<file path="src/rtl/ibcgd_pkg.sv">
package ibcgd_pkg;

  ////////////////////////////////////////////////////////////////////////////
  // Register indices; byte address is four times the index
  localparam logic [5:0] IDX_LEN_CTRL = 6'h12;
  localparam logic [5:0] IDX_TX_PAT = 6'h13;
  localparam logic [5:0] IDX_RX_UP_PAT = 6'h14;
  localparam logic [5:0] IDX_RX_DN_PAT = 6'h15;
  localparam logic [5:0] IDX_CTRL3 = 6'h16;
  localparam logic [5:0] IDX_STATUS1 = 6'h17;
  localparam logic [5:0] IDX_INT_STAT = 6'h18;
  localparam logic [5:0] IDX_INT_MASK = 6'h19;

  ////////////////////////////////////////////////////////////////////////////
  // Field positions
  localparam int TXLEN_HI = 7;
  localparam int TXLEN_LO = 6;
  localparam int UPLEN_MSB = 5;
  localparam int UPLEN_LSB = 3;
  localparam int DNLEN_MSB = 2;
  localparam int DNLEN_LSB = 0;
  localparam int TX_EN_BIT = 1;
  localparam int LOOPUP_BIT = 7;
  localparam int LOOPDN_BIT = 6;
  localparam logic [7:0] STAT_MASK = 8'hC0;
  localparam logic [7:0] CTRL3_MASK = 8'h02;

  ////////////////////////////////////////////////////////////////////////////
  // Reset values
  localparam logic [7:0] LEN_CTRL_RST = 8'h00;
  localparam logic [7:0] PAT_RST = 8'h00;
  localparam logic [7:0] CTRL3_RST = 8'h00;
  localparam logic [7:0] INT_RST = 8'h00;

  ////////////////////////////////////////////////////////////////////////////
  // Bus answers
  localparam logic [1:0] RESP_OKAY = 2'h0;
  localparam logic [1:0] RESP_SLVERR = 2'h2;

  ////////////////////////////////////////////////////////////////////////////
  // Timing
  localparam int INTEG_TIME_MS = 48;
  localparam int CLK_FREQ_KHZ = 25000;
  localparam int INTEG_CYC = INTEG_TIME_MS * CLK_FREQ_KHZ;
  localparam int INTEG_CNT_W = 21;

  typedef enum logic [1:0] {
    TXLEN_5,
    TXLEN_6,
    TXLEN_7,
    TXLEN_8
  } ibcgd_txlen_type;

endpackage : ibcgd_pkg

</file>
<file path="src/rtl/ibcgd_txgen.sv">
`timescale 1ns/1ps
module ibcgd_txgen
  import ibcgd_pkg::*;
(
  // Clock and reset
  input wire logic aclk,
  input wire logic aresetn,
  // Settings
  input wire logic enable,
  input wire logic [7:0] pattern,
  input wire logic [1:0] len_sel,
  // Formatter side
  input wire logic bit_req,
  input wire logic fbit_slot,
  input wire logic fbit_value,
  input wire logic fbit_insert_en,
  input wire logic data_in,
  // Line side
  output logic data_out,
  output logic active
);

  typedef struct packed {
    logic [2:0] phase;
    logic dout;
    logic act;
  } ibcgd_tx_type;

  ibcgd_tx_type s_reg;
  ibcgd_tx_type s_next;
  logic [2:0] last_phase;
  logic pat_bit;

  always_comb begin
    unique case (ibcgd_txlen_type'(len_sel))
      TXLEN_5: last_phase = 3'h4;
      TXLEN_6: last_phase = 3'h5;
      TXLEN_7: last_phase = 3'h6;
      TXLEN_8: last_phase = 3'h7;
    endcase
  end

  always_comb begin
    s_next = s_reg;
    s_next.act = enable;
    if (bit_req) begin
      if (enable) begin
        // Pattern keeps advancing under the F bit, as the far end expects
        if (fbit_slot && fbit_insert_en) begin
          s_next.dout = fbit_value;
        end else begin
          s_next.dout = pattern[3'h7 - s_reg.phase];
        end
        if (s_reg.phase >= last_phase) begin
          s_next.phase = 3'h0;
        end else begin
          s_next.phase = s_reg.phase + 3'h1;
        end
      end else begin
        s_next.dout = data_in;
        s_next.phase = 3'h0;
      end
    end
  end

  always_ff @(posedge aclk) begin
    if (!aresetn) begin
      s_reg <= '0;
    end else begin
      s_reg <= s_next;
    end
  end

  assign data_out = s_reg.dout;
  assign active = s_reg.act;
  assign pat_bit = pattern[3'h7 - s_reg.phase];
endmodule : ibcgd_txgen

</file>
<file path="src/rtl/ibcgd_det.sv">
`timescale 1ns/1ps
module ibcgd_det
  import ibcgd_pkg::*;
#(
  parameter int INTEG_CYCLES = INTEG_CYC
)
(
  // Clock and reset
  input wire logic aclk,
  input wire logic aresetn,
  // Settings
  input wire logic [7:0] pattern,
  input wire logic [2:0] len_m1,
  // Received stream
  input wire logic bit_valid,
  input wire logic bit_in,
  // Result
  output logic detected
);

  localparam logic [INTEG_CNT_W-1:0] WIN_END =
    INTEG_CNT_W'(INTEG_CYCLES - 1);

  typedef struct packed {
    logic [7:0] hist;
    logic [INTEG_CNT_W-1:0] timer;
    logic [INTEG_CNT_W-1:0] bits;
    logic [INTEG_CNT_W-1:0] miss;
    logic det;
  } ibcgd_det_type;

  ibcgd_det_type s_reg;
  ibcgd_det_type s_next;

  // Last len bits equal some rotation of the pattern; framing-blind
  function automatic logic rot_match(logic [7:0] h, logic [7:0] p,
                                     logic [2:0] lm1);
    logic any;
    logic ok;
    int len;
    int idx;
    any = 1'b0;
    len = int'(lm1) + 1;
    for (int r = 0; r < 8; r++) begin
      ok = (r < len);
      for (int j = 0; j < 8; j++) begin
        if (j < len) begin
          idx = r + j;
          if (idx >= len) begin
            idx = idx - len;
          end
          if (h[len - 1 - j] != p[7 - idx]) begin
            ok = 1'b0;
          end
        end
      end
      any = any | ok;
    end
    return any;
  endfunction : rot_match

  always_comb begin
    s_next = s_reg;
    if (bit_valid) begin
      s_next.hist = {s_reg.hist[6:0], bit_in};
      if (s_reg.bits != '1) begin
        s_next.bits = s_reg.bits + 1'b1;
      end
      if (!rot_match(s_next.hist, pattern, len_m1) && s_reg.miss != '1) begin
        s_next.miss = s_reg.miss + 1'b1;
      end
    end
    if (s_reg.timer == WIN_END) begin
      // One miss in four tolerates 1e-2 errors times an 8-bit smear
      s_next.det = (s_reg.bits != '0) &&
        ({s_reg.miss, 2'b00} < {2'b00, s_reg.bits});
      s_next.timer = '0;
      s_next.bits = '0;
      s_next.miss = '0;
    end else begin
      s_next.timer = s_reg.timer + 1'b1;
    end
  end

  always_ff @(posedge aclk) begin
    if (!aresetn) begin
      s_reg <= '0;
    end else begin
      s_reg <= s_next;
    end
  end

  assign detected = s_reg.det;
endmodule : ibcgd_det

</file>
<file path="src/rtl/ibcgd_top.sv">
`timescale 1ns/1ps
module ibcgd_top
  import ibcgd_pkg::*;
#(
  parameter int INTEG_CYCLES = INTEG_CYC
)
(
  // Clock and reset
  input wire logic aclk,
  input wire logic aresetn,
  // AXI4-Lite write
  input wire logic [7:0] awaddr,
  input wire logic awvalid,
  output logic awready,
  input wire logic [31:0] wdata,
  input wire logic [3:0] wstrb,
  input wire logic wvalid,
  output logic wready,
  output logic [1:0] bresp,
  output logic bvalid,
  input wire logic bready,
  // AXI4-Lite read
  input wire logic [7:0] araddr,
  input wire logic arvalid,
  output logic arready,
  output logic [31:0] rdata,
  output logic [1:0] rresp,
  output logic rvalid,
  input wire logic rready,
  // Transmit formatter side
  input wire logic tx_bit_req,
  input wire logic tx_fbit_slot,
  input wire logic tx_fbit_value,
  input wire logic tx_fbit_insert_en,
  input wire logic tx_data_in,
  output logic tx_data_out,
  output logic tx_code_active,
  // Receive framer side
  input wire logic rx_bit_valid,
  input wire logic rx_bit,
  // Status
  output logic loopup_detected_flag,
  output logic loopdown_detected_flag,
  output logic irq
);

  typedef struct packed {
    logic aw_full;
    logic [7:0] aw_addr;
    logic w_full;
    logic [7:0] w_data;
    logic w_strb0;
    logic bvalid;
    logic [1:0] bresp;
    logic rvalid;
    logic [7:0] rdata;
    logic [1:0] rresp;
    logic [7:0] len_ctrl;
    logic [7:0] tx_pat;
    logic [7:0] up_pat;
    logic [7:0] dn_pat;
    logic [7:0] ctrl3;
    logic [7:0] int_stat;
    logic [7:0] int_mask;
    logic up_prev;
    logic dn_prev;
  } ibcgd_regs_type;

  localparam ibcgd_regs_type REGS_RST = '{
    aw_full: 1'b0, aw_addr: 8'h00, w_full: 1'b0, w_data: 8'h00,
    w_strb0: 1'b0, bvalid: 1'b0, bresp: RESP_OKAY, rvalid: 1'b0,
    rdata: 8'h00, rresp: RESP_OKAY, len_ctrl: LEN_CTRL_RST,
    tx_pat: PAT_RST, up_pat: PAT_RST, dn_pat: PAT_RST,
    ctrl3: CTRL3_RST, int_stat: INT_RST, int_mask: INT_RST,
    up_prev: 1'b0, dn_prev: 1'b0};

  ibcgd_regs_type s_reg;
  ibcgd_regs_type s_next;
  logic det_up;
  logic det_dn;
  logic [7:0] status_one;
  logic [7:0] events;
  logic [5:0] wr_idx;
  logic [5:0] rd_idx;

  ////////////////////////////////////////////////////////////////////////////
  // Datapath blocks

  ibcgd_txgen u_txgen (
    .aclk(aclk),
    .aresetn(aresetn),
    .enable(s_reg.ctrl3[TX_EN_BIT]),
    .pattern(s_reg.tx_pat),
    .len_sel(s_reg.len_ctrl[TXLEN_HI:TXLEN_LO]),
    .bit_req(tx_bit_req),
    .fbit_slot(tx_fbit_slot),
    .fbit_value(tx_fbit_value),
    .fbit_insert_en(tx_fbit_insert_en),
    .data_in(tx_data_in),
    .data_out(tx_data_out),
    .active(tx_code_active)
  );

  // Two detectors see the same stream, each with its own settings
  ibcgd_det #(.INTEG_CYCLES(INTEG_CYCLES)) u_det_up (
    .aclk(aclk),
    .aresetn(aresetn),
    .pattern(s_reg.up_pat),
    .len_m1(s_reg.len_ctrl[UPLEN_MSB:UPLEN_LSB]),
    .bit_valid(rx_bit_valid),
    .bit_in(rx_bit),
    .detected(det_up)
  );

  ibcgd_det #(.INTEG_CYCLES(INTEG_CYCLES)) u_det_dn (
    .aclk(aclk),
    .aresetn(aresetn),
    .pattern(s_reg.dn_pat),
    .len_m1(s_reg.len_ctrl[DNLEN_MSB:DNLEN_LSB]),
    .bit_valid(rx_bit_valid),
    .bit_in(rx_bit),
    .detected(det_dn)
  );

  ////////////////////////////////////////////////////////////////////////////
  // Register file and bus slave

  always_comb begin
    status_one = 8'h00;
    status_one[LOOPUP_BIT] = det_up;
    status_one[LOOPDN_BIT] = det_dn;
  end

  always_comb begin
    s_next = s_reg;
    wr_idx = s_reg.aw_addr[7:2];
    rd_idx = araddr[7:2];
    events = 8'h00;
    events[LOOPUP_BIT] = det_up & ~s_reg.up_prev;
    events[LOOPDN_BIT] = det_dn & ~s_reg.dn_prev;
    s_next.up_prev = det_up;
    s_next.dn_prev = det_dn;
    if (awvalid && awready) begin
      s_next.aw_full = 1'b1;
      s_next.aw_addr = awaddr;
    end
    if (wvalid && wready) begin
      s_next.w_full = 1'b1;
      s_next.w_data = wdata[7:0];
      s_next.w_strb0 = wstrb[0];
    end
    if (s_reg.bvalid && bready) begin
      s_next.bvalid = 1'b0;
    end
    if (s_reg.aw_full && s_reg.w_full && !s_reg.bvalid) begin
      s_next.aw_full = 1'b0;
      s_next.w_full = 1'b0;
      s_next.bvalid = 1'b1;
      s_next.bresp = RESP_OKAY;
      case (wr_idx)
        IDX_LEN_CTRL: begin
          if (s_reg.w_strb0) s_next.len_ctrl = s_reg.w_data;
        end
        IDX_TX_PAT: begin
          if (s_reg.w_strb0) s_next.tx_pat = s_reg.w_data;
        end
        IDX_RX_UP_PAT: begin
          if (s_reg.w_strb0) s_next.up_pat = s_reg.w_data;
        end
        IDX_RX_DN_PAT: begin
          if (s_reg.w_strb0) s_next.dn_pat = s_reg.w_data;
        end
        IDX_CTRL3: begin
          if (s_reg.w_strb0) s_next.ctrl3 = s_reg.w_data & CTRL3_MASK;
        end
        IDX_STATUS1: begin
          s_next.bresp = RESP_OKAY;
        end
        IDX_INT_STAT: begin
          if (s_reg.w_strb0) s_next.int_stat = s_reg.int_stat & ~s_reg.w_data;
        end
        IDX_INT_MASK: begin
          if (s_reg.w_strb0) s_next.int_mask = s_reg.w_data & STAT_MASK;
        end
        default: s_next.bresp = RESP_SLVERR;
      endcase
    end
    // Applied after the clear so a same-cycle event is never lost
    s_next.int_stat = (s_next.int_stat | events) & STAT_MASK;
    if (s_reg.rvalid && rready) begin
      s_next.rvalid = 1'b0;
    end
    if (arvalid && arready) begin
      s_next.rvalid = 1'b1;
      s_next.rresp = RESP_OKAY;
      case (rd_idx)
        IDX_LEN_CTRL: s_next.rdata = s_reg.len_ctrl;
        IDX_TX_PAT: s_next.rdata = s_reg.tx_pat;
        IDX_RX_UP_PAT: s_next.rdata = s_reg.up_pat;
        IDX_RX_DN_PAT: s_next.rdata = s_reg.dn_pat;
        IDX_CTRL3: s_next.rdata = s_reg.ctrl3;
        IDX_STATUS1: s_next.rdata = status_one;
        IDX_INT_STAT: s_next.rdata = s_reg.int_stat;
        IDX_INT_MASK: s_next.rdata = s_reg.int_mask;
        default: begin
          s_next.rdata = 8'h00;
          s_next.rresp = RESP_SLVERR;
        end
      endcase
    end
  end

  always_ff @(posedge aclk) begin
    if (!aresetn) begin
      s_reg <= REGS_RST;
    end else begin
      s_reg <= s_next;
    end
  end

  // One write and one read in flight; no overlap with a pending answer
  assign awready = !s_reg.aw_full && !s_reg.bvalid;
  assign wready = !s_reg.w_full && !s_reg.bvalid;
  assign bvalid = s_reg.bvalid;
  assign bresp = s_reg.bresp;
  assign arready = !s_reg.rvalid;
  assign rvalid = s_reg.rvalid;
  assign rresp = s_reg.rresp;
  assign rdata = {24'h000000, s_reg.rdata};
  assign loopup_detected_flag = det_up;
  assign loopdown_detected_flag = det_dn;
  assign irq = |(s_reg.int_stat & s_reg.int_mask);
endmodule : ibcgd_top

</file>
<file path="config.mk">
export PLATFORM = sky130hd
export DESIGN_NAME = ibcgd_top
export DESIGN_NICKNAME = d
export VERILOG_FILES = /design/src/rtl/ibcgd_pkg.sv /design/src/rtl/ibcgd_txgen.sv /design/src/rtl/ibcgd_det.sv /design/src/rtl/ibcgd_top.sv
export SDC_FILE = /design/constraint.sdc
export NUM_CORES = 1
export LEC_CHECK = 0
export BUFFER_PORTS_ARGS = -buffer_cell sky130_fd_sc_hd__buf_4
export CAP_MARGIN = 20
export CELL_PAD_IN_SITES_DETAIL_PLACEMENT = 1
export CELL_PAD_IN_SITES_GLOBAL_PLACEMENT = 1
export CORE_UTILIZATION = 45
export DETAILED_ROUTE_END_ITERATION = 10
export PLACE_DENSITY = 0.75
export RECOVER_POWER = 100
export SLEW_MARGIN = 5
export SYNTH_ARGS = -nofsm -noshare
export SYNTH_HDL_FRONTEND = slang
export SYNTH_SLANG_ARGS = --single-unit
</file>
<file path="constraint.sdc">
create_clock -name aclk -period 14.18 [get_ports aclk]
set_input_delay 0.709 -clock aclk [delete_from_list [all_inputs] [get_ports aclk]]
set_output_delay 0.709 -clock aclk [all_outputs]
set_load 0.05 [all_outputs]
</file>
==> results of run 1 <==
cell families after synthesis:
family / synth area share (%)
AOI/OAI and AO/OA: 14.5
xor gates and xnor gates: 12.2
adders and majority gates: 5.20
buffers and inverters: 6.56
DFF: 26.6
muxes: 13.6
other: 0.0240
and+or+nand+nor: 21.4
final cells by class:
class | count | share of cell area [%]
clock inverter | 13 | 0.869
clock buffer | 35 | 4.42
timing repair buffer | 68 | 2.41
tap | 448 | 3.33
inverter | 79 | 1.79
sequential | 208 | 24.7
multi-input combinational | 1457 | 62.5
through the flow:
stage          hold WS, ps  utilization, %  std cells  setup slack, ps
2_1_floorplan          430               -       1882             9650
4_1_cts                363            50.2       2307             8420
6_report               387            49.7       2308             5130
5_1_grt                382            49.7       2308             4590
3_5_place_dp           452            47.6       2259             8450
3_3_place_gp           442            47.6       2259             8400
metal layers:
layer | GRT usage, % | up-vias
li1 | - | 6483
met1 | 31.7 | 6763
met2 | 43.4 | 279
met3 | 2.20 | 60
met4 | 6.02 | 0
met5 | 0 | -
final timing paths:
check | from | endpoint | slack, ps | cells past startpoint
setup / recovery | s_reg[53] | u_det_up.s_reg[12] | 5130 | 17
hold / removal | arvalid | rvalid | 390 | 2
setup reg to reg | s_reg[53] | u_det_up.s_reg[12] | 5130 | 17
hold reg to reg | u_det_dn.s_reg[43] | u_det_dn.s_reg[43] | 470 | 1
worst register-to-register path: cells and delay by family, from the launching register on:
kind	cells	cell delay (ps)
XOR/XNOR	2	880
adder cells (fa/ha/maj)	2	790
AND/OR/NAND/NOR	3	720
AO/OA/AOI/OAI	6	2480
flip-flops	1	970
multiplexers	1	400
buffers and inverters	3	2580
report_power, final:
part / internal [uW] / switching, uW / leakage (uW)
Sequential: 593 / 11.0 / 0.00168
Clock: 406 / 273 / 0.000443
Combinational: 37.1 / 69.6 / 0.00379
Yosys cell counts (all sizes together), types with 7 or more instances:
cell	n	share of area, %
o21a	8	0.38
or4	14	0.67
dfxtp	208	27
xnor2	123	7.1
nand2	128	3.1
o31ai	11	0.56
mux2	24	1.7
mux4	21	3.0
nor3	25	0.83
nor4	25	1.0
nor4b	7	0.43
nand3	52	1.7
ha	65	5.2
buf	68	2.9
nand4	33	1.4
mux2i	128	8.8
a21o	11	0.53
and4	8	0.45
and3	24	0.96
nor2	172	4.1
a22oi	12	0.58
o2111ai	7	0.39
nand2b	26	1.0
clkbuf	70	1.7
a31oi	12	0.48
xor2	81	4.7
a211oi	8	0.42
o22ai	25	1.0
and2	18	0.72
nor2b	72	2.9
inv	78	1.9
a21oi	85	2.7
a21boi	20	0.96
o211ai	8	0.38
o21ai	61	2.0
o221ai	15	0.88
or2	8	0.32
or3	25	1.0
==> results.sh, run 1 <==
export IMPL_status="finished with violations"
export IMPL_violations="capacitance limit, slew limit"
export IMPL_setup_violations=0
export IMPL_seq_area_sq_um=4170
export IMPL_p_total_uw=1390
export IMPL_postSynthAreaPerCell_sq_um=8.43
export IMPL_clockBufferDepth=3
export IMPL_rows=67
export IMPL_cts_root_buf="clkbuf_16"
export IMPL_initial_core_util_pct=46.2
export IMPL_cts_resized=0
export IMPL_drtIter0Drc=729
export IMPL_netlist_instances=1857
export IMPL_highest_layer="met4"
export IMPL_powerDensity_nw_per_um2=82.5
export IMPL_largest_reg_flops=70
export IMPL_io_pins=112
export IMPL_drv_cap=4
export IMPL_synth_edf_count=0
export IMPL_dr_wl_met3_um=1490
export IMPL_numCtsBuffers=26
export IMPL_yosysWarnings=0
export IMPL_max_stage_delay_ps=1110
export IMPL_max_freq_mhz=110
export IMPL_dp_hpwl_um=31000
export IMPL_grt_usage_pct=24.5
export IMPL_first_global_vias=14200
export IMPL_drt_pass1_iter_count=5
export IMPL_path_max_fanout=31
export IMPL_skew_ps=23.7
export IMPL_multi_input_area_sq_um=10500
export IMPL_finalCriticalPeriod_ps=9050
export IMPL_fin_tns_setup_ps=0
export IMPL_port_buffers=54
export IMPL_ys_seq_area_share_pct=26.6
export IMPL_gp_congestion=0.886
export IMPL_overflow=0
export IMPL_die_area_sq_um=35500
export IMPL_layout_common_cells="207 x dfxtp_1, 171 x nor2_1, 128 x nand2_1, 121 x xnor2_1, 114 x mux2i_1"
export IMPL_cts_tree="yes"
export IMPL_crit_top_cell="clkbuf_1"
export IMPL_yosys_register_bits=208
export IMPL_path_clk_slew_ps=60
export IMPL_worst_pin_slew_ps=3270
export IMPL_place_area_sq_um=16100
export IMPL_mostFrequentLayoutCell="dfxtp_1"
export IMPL_antenna_cells=0
export IMPL_detail_route_vias_per_cell=5.89
export IMPL_drive_gt1_share_pct=9.41
export IMPL_relSlewSlack_pct=-118
export IMPL_fp_coreArea_sq_um=33900
export IMPL_slew_violations=186
export IMPL_grt_setup_unrepaired="false"
export IMPL_die_h_um=188
export IMPL_finalHoldViolations=0
export IMPL_die_w_um=188
export IMPL_ir_worst_vdd_v=0.0000812
export IMPL_min_path_type="input port to register"
export IMPL_cts_hold_buf=0
export IMPL_ys_types=99
export IMPL_post_cts_repair_setup_buffers=0
export IMPL_antenna_found_initial=0
export IMPL_crit_type="register to register"
export IMPL_h_tree_depth=1
export IMPL_leakage_uw=0.00591
export IMPL_cts_sinks=208
export IMPL_final_cell_area_sq_um=16800
export IMPL_totalWireLength_um=43800
export IMPL_area_delta_synth_final_pct=7.65
export IMPL_route_met2_wl_um=21600
export IMPL_async_reset_ff_share_pct=0
export IMPL_synth_flop_cell="dfxtp_1"
export IMPL_cp_required_ps=14530
export IMPL_critPathTopFamily="buffers and inverters"
export IMPL_startpoint_type="register"
export IMPL_period_share_pct=63.8
export IMPL_syn_area_sq_um=15700
export IMPL_antenna_left=0
export IMPL_post_route_drc_count=0
export IMPL_vias=13600
export IMPL_crit_slowest_cell="clkbuf_1"
export IMPL_grt_pass1_wl_um=72700
export IMPL_clock_latency_ps=560
export IMPL_nFillCells=4093
export IMPL_nets=1971
export IMPL_critPathBufInv=3
export IMPL_m1WireLength_um=19900
export IMPL_crit_arrival_ps=9400
export IMPL_wl_per_cell_um=19.0
export IMPL_crit_chain="clkbuf_1 > ha_1 > clkbuf_1 > xor2_1 > ha_1 > mux4_2 > and3_1 > a211oi_1 > xnor2_1 > o221ai_1 > nor4_1 > a32oi_2 > o311ai_0 > nor3_2 > clkbuf_1 > a31o_2 > a21oi_1"
export IMPL_grt_start_max_net_pins=90
export IMPL_endpoint_kind="register"
No activity file was read; power rests on OpenSTA's default activity.
==> inputs of run 2 (changes only) <==
==> constraint.sdc (replaced) <==
create_clock -name aclk -period 9.23 [get_ports aclk]
set_input_delay 0.4615 -clock aclk [delete_from_list [all_inputs] [get_ports aclk]]
set_output_delay 0.4615 -clock aclk [all_outputs]
set_load 0.05 [all_outputs]
==> run 2 against run 1 <==
  * The run still ends with capacitance limit, slew limit left
  * Final area is 0.15% higher
  * Worst hold slack worse by 210 ps
  * Clock power is 57% higher
  * Sequential power is 54% higher
  * Critical path depth is 2 lower
  * Non-clock buffer count is 1 lower
  * Sequential share of layout area hardly changed
  * Clock skew is 16 ps higher
  * Critical endpoint is now u_det_up.s_reg[9]
==> results.sh, run 2 (synthesis gave the netlist of run 1 again) <==
export IMPL_cts_tree="yes"
export IMPL_cp_startpoint="s_reg[54]"
export IMPL_crit_slowest_cell="a211oi_1"
export IMPL_nFillCells=4032
export IMPL_overflow=0
export IMPL_path_clk_slew_ps=60
export IMPL_timing_rr_start="s_reg[54]"
export IMPL_cts_hold_buf=0
export IMPL_skew_ps=40.2
export IMPL_first_global_vias=13900
export IMPL_cts_root_buf="clkbuf_16"
export IMPL_startpoint_type="register"
export IMPL_clock_latency_ps=550
export IMPL_leakage_uw=0.00591
export IMPL_die_h_um=188
export IMPL_crit_type="register to register"
export IMPL_cts_resized=0
export IMPL_grt_usage_pct=24.2
export IMPL_antenna_cells=0
export IMPL_period_share_pct=75.8
export IMPL_die_w_um=188
export IMPL_endpoint_kind="register"
export IMPL_port_buffers=54
export IMPL_ir_worst_vdd_v=0.000131
export IMPL_detail_route_vias_per_cell=5.90
export IMPL_layout_common_cells="206 x dfxtp_1, 171 x nor2_1, 128 x nand2_1, 121 x xnor2_1, 114 x mux2i_1"
export IMPL_mostFrequentLayoutCell="dfxtp_1"
export IMPL_antenna_found_initial=1
export IMPL_fin_tns_setup_ps=0
export IMPL_io_pins=112
export IMPL_drv_cap=6
export IMPL_relSlewSlack_pct=-116
export IMPL_grt_start_max_net_pins=90
export IMPL_violations="capacitance limit, slew limit"
export IMPL_post_cts_repair_setup_buffers=0
export IMPL_dp_hpwl_um=31000
export IMPL_gp_congestion=0.861
export IMPL_layout_cells_non_filler=2307
export IMPL_h_tree_depth=1
export IMPL_seq_area_sq_um=4170
export IMPL_max_stage_delay_ps=1000
export IMPL_reg2reg_slack_ps=2230
export IMPL_setup_violations=0
export IMPL_largest_reg_flops=70
export IMPL_drtIter0Drc=569
export IMPL_crit_arrival_ps=7430
export IMPL_numCtsBuffers=26
export IMPL_crit_chain="ha_1 > xor2_1 > ha_1 > mux4_2 > and3_1 > a211oi_1 > xnor2_1 > o211ai_1 > nor3_1 > a32oi_2 > o311ai_0 > nor3_1 > clkbuf_1 > a31oi_1 > a41o_1"
export IMPL_multi_input_area_sq_um=10500
export IMPL_grt_setup_unrepaired="false"
export IMPL_area_delta_synth_final_pct=7.81
export IMPL_nets=1970
export IMPL_path_max_fanout=21
export IMPL_wl_per_cell_um=18.9
export IMPL_cts_sinks=208
export IMPL_grt_pass1_wl_um=71700
export IMPL_cp_required_ps=9670
export IMPL_antenna_left=0
export IMPL_critPathTopFamily="compound AO/OA/AOI/OAI gates"
export IMPL_finalCriticalPeriod_ps=7000
export IMPL_fp_coreArea_sq_um=33900
export IMPL_place_inst=2258
export IMPL_slew_violations=228
export IMPL_worstHoldStart="arvalid"
export IMPL_drt_pass1_iter_count=5
export IMPL_max_freq_mhz=143
export IMPL_status="finished with violations"
export IMPL_totalWireLength_um=43600
export IMPL_finalHoldViolations=0
export IMPL_initial_core_util_pct=46.2
export IMPL_post_route_drc_count=0
export IMPL_clockBufferDepth=3
export IMPL_min_path_type="input port to register"
export IMPL_die_area_sq_um=35500
export IMPL_critPathBufInv=1
export IMPL_worst_pin_slew_ps=3240
export IMPL_rows=67
export IMPL_vias=13600
export IMPL_drive_gt1_share_pct=9.41
export IMPL_powerDensity_nw_per_um2=128
## run 2: cell count changes in the layout (fill, tap and decap cells not counted), sizes merged
cell / previous run / this run
clkinvlp: 1 / 3
clkbuf: 62 / 64
bufinv: 2 / 3
inv: 79 / 78
clkinv: 10 / 5
## run 2: path summary, 6_finish.rpt
path | to | cells past startpoint
max | u_det_up.s_reg[9] | 15
min | rvalid | 2
max reg2reg | u_det_up.s_reg[9] | 15
min reg2reg | u_det_dn.s_reg[43] | 1
## run 2: cell type report
class,count,share of cell area (%)
tap,448,3.32
clock buffer,38,4.54
clock inverter,10,0.875
sequential,208,24.7
inverter,79,1.79
multi-input combinational,1457,62.4
timing repair buffer,67,2.41
## run 2: power by group
group	leakage [uW]	total, uW	internal (uW)	switching, uW
Sequential	0.00168	928	911	16.8
Combinational	0.00379	164	56.9	107
Clock	0.000438	1070	660	408
Total	0.00591	2160	1630	532
## run 2: per-stage QoR
stage	setup WS [ps]	cell area [sq um]	power, uW	hold WS (ps)	utilization, %
finish	2230	16900	2160	174	49.8
global route	1760	16900	2240	184	49.8
CTS	3470	17000	2190	167	50.3
detailed placement	3430	16100	1120	452	47.6
global placement	3570	16100	1110	446	47.5
floorplan	4700	15700	1080	430	-
## run 2: worst reg2reg max path, cell delays in order, from the launching register on
cell and delay (ps):
dfxtp_1 330, ha_1 760, xor2_1 730, ha_1 520
mux4_2 410, and3_1 200, a211oi_1 1000, xnor2_1 130
o211ai_1 220, nor3_1 80, a32oi_2 210, o311ai_0 540
nor3_1 740, clkbuf_1 630, a31oi_1 190, a41o_1 230
## run 2: layer usage
metal	vias up	GRT usage, %	wire, um
met1	6821	31.4	20000
met5	-	0	0
met4	0	6.20	798
met3	58	2.14	1470
met2	235	43.0	21400
li1	6496	-	-
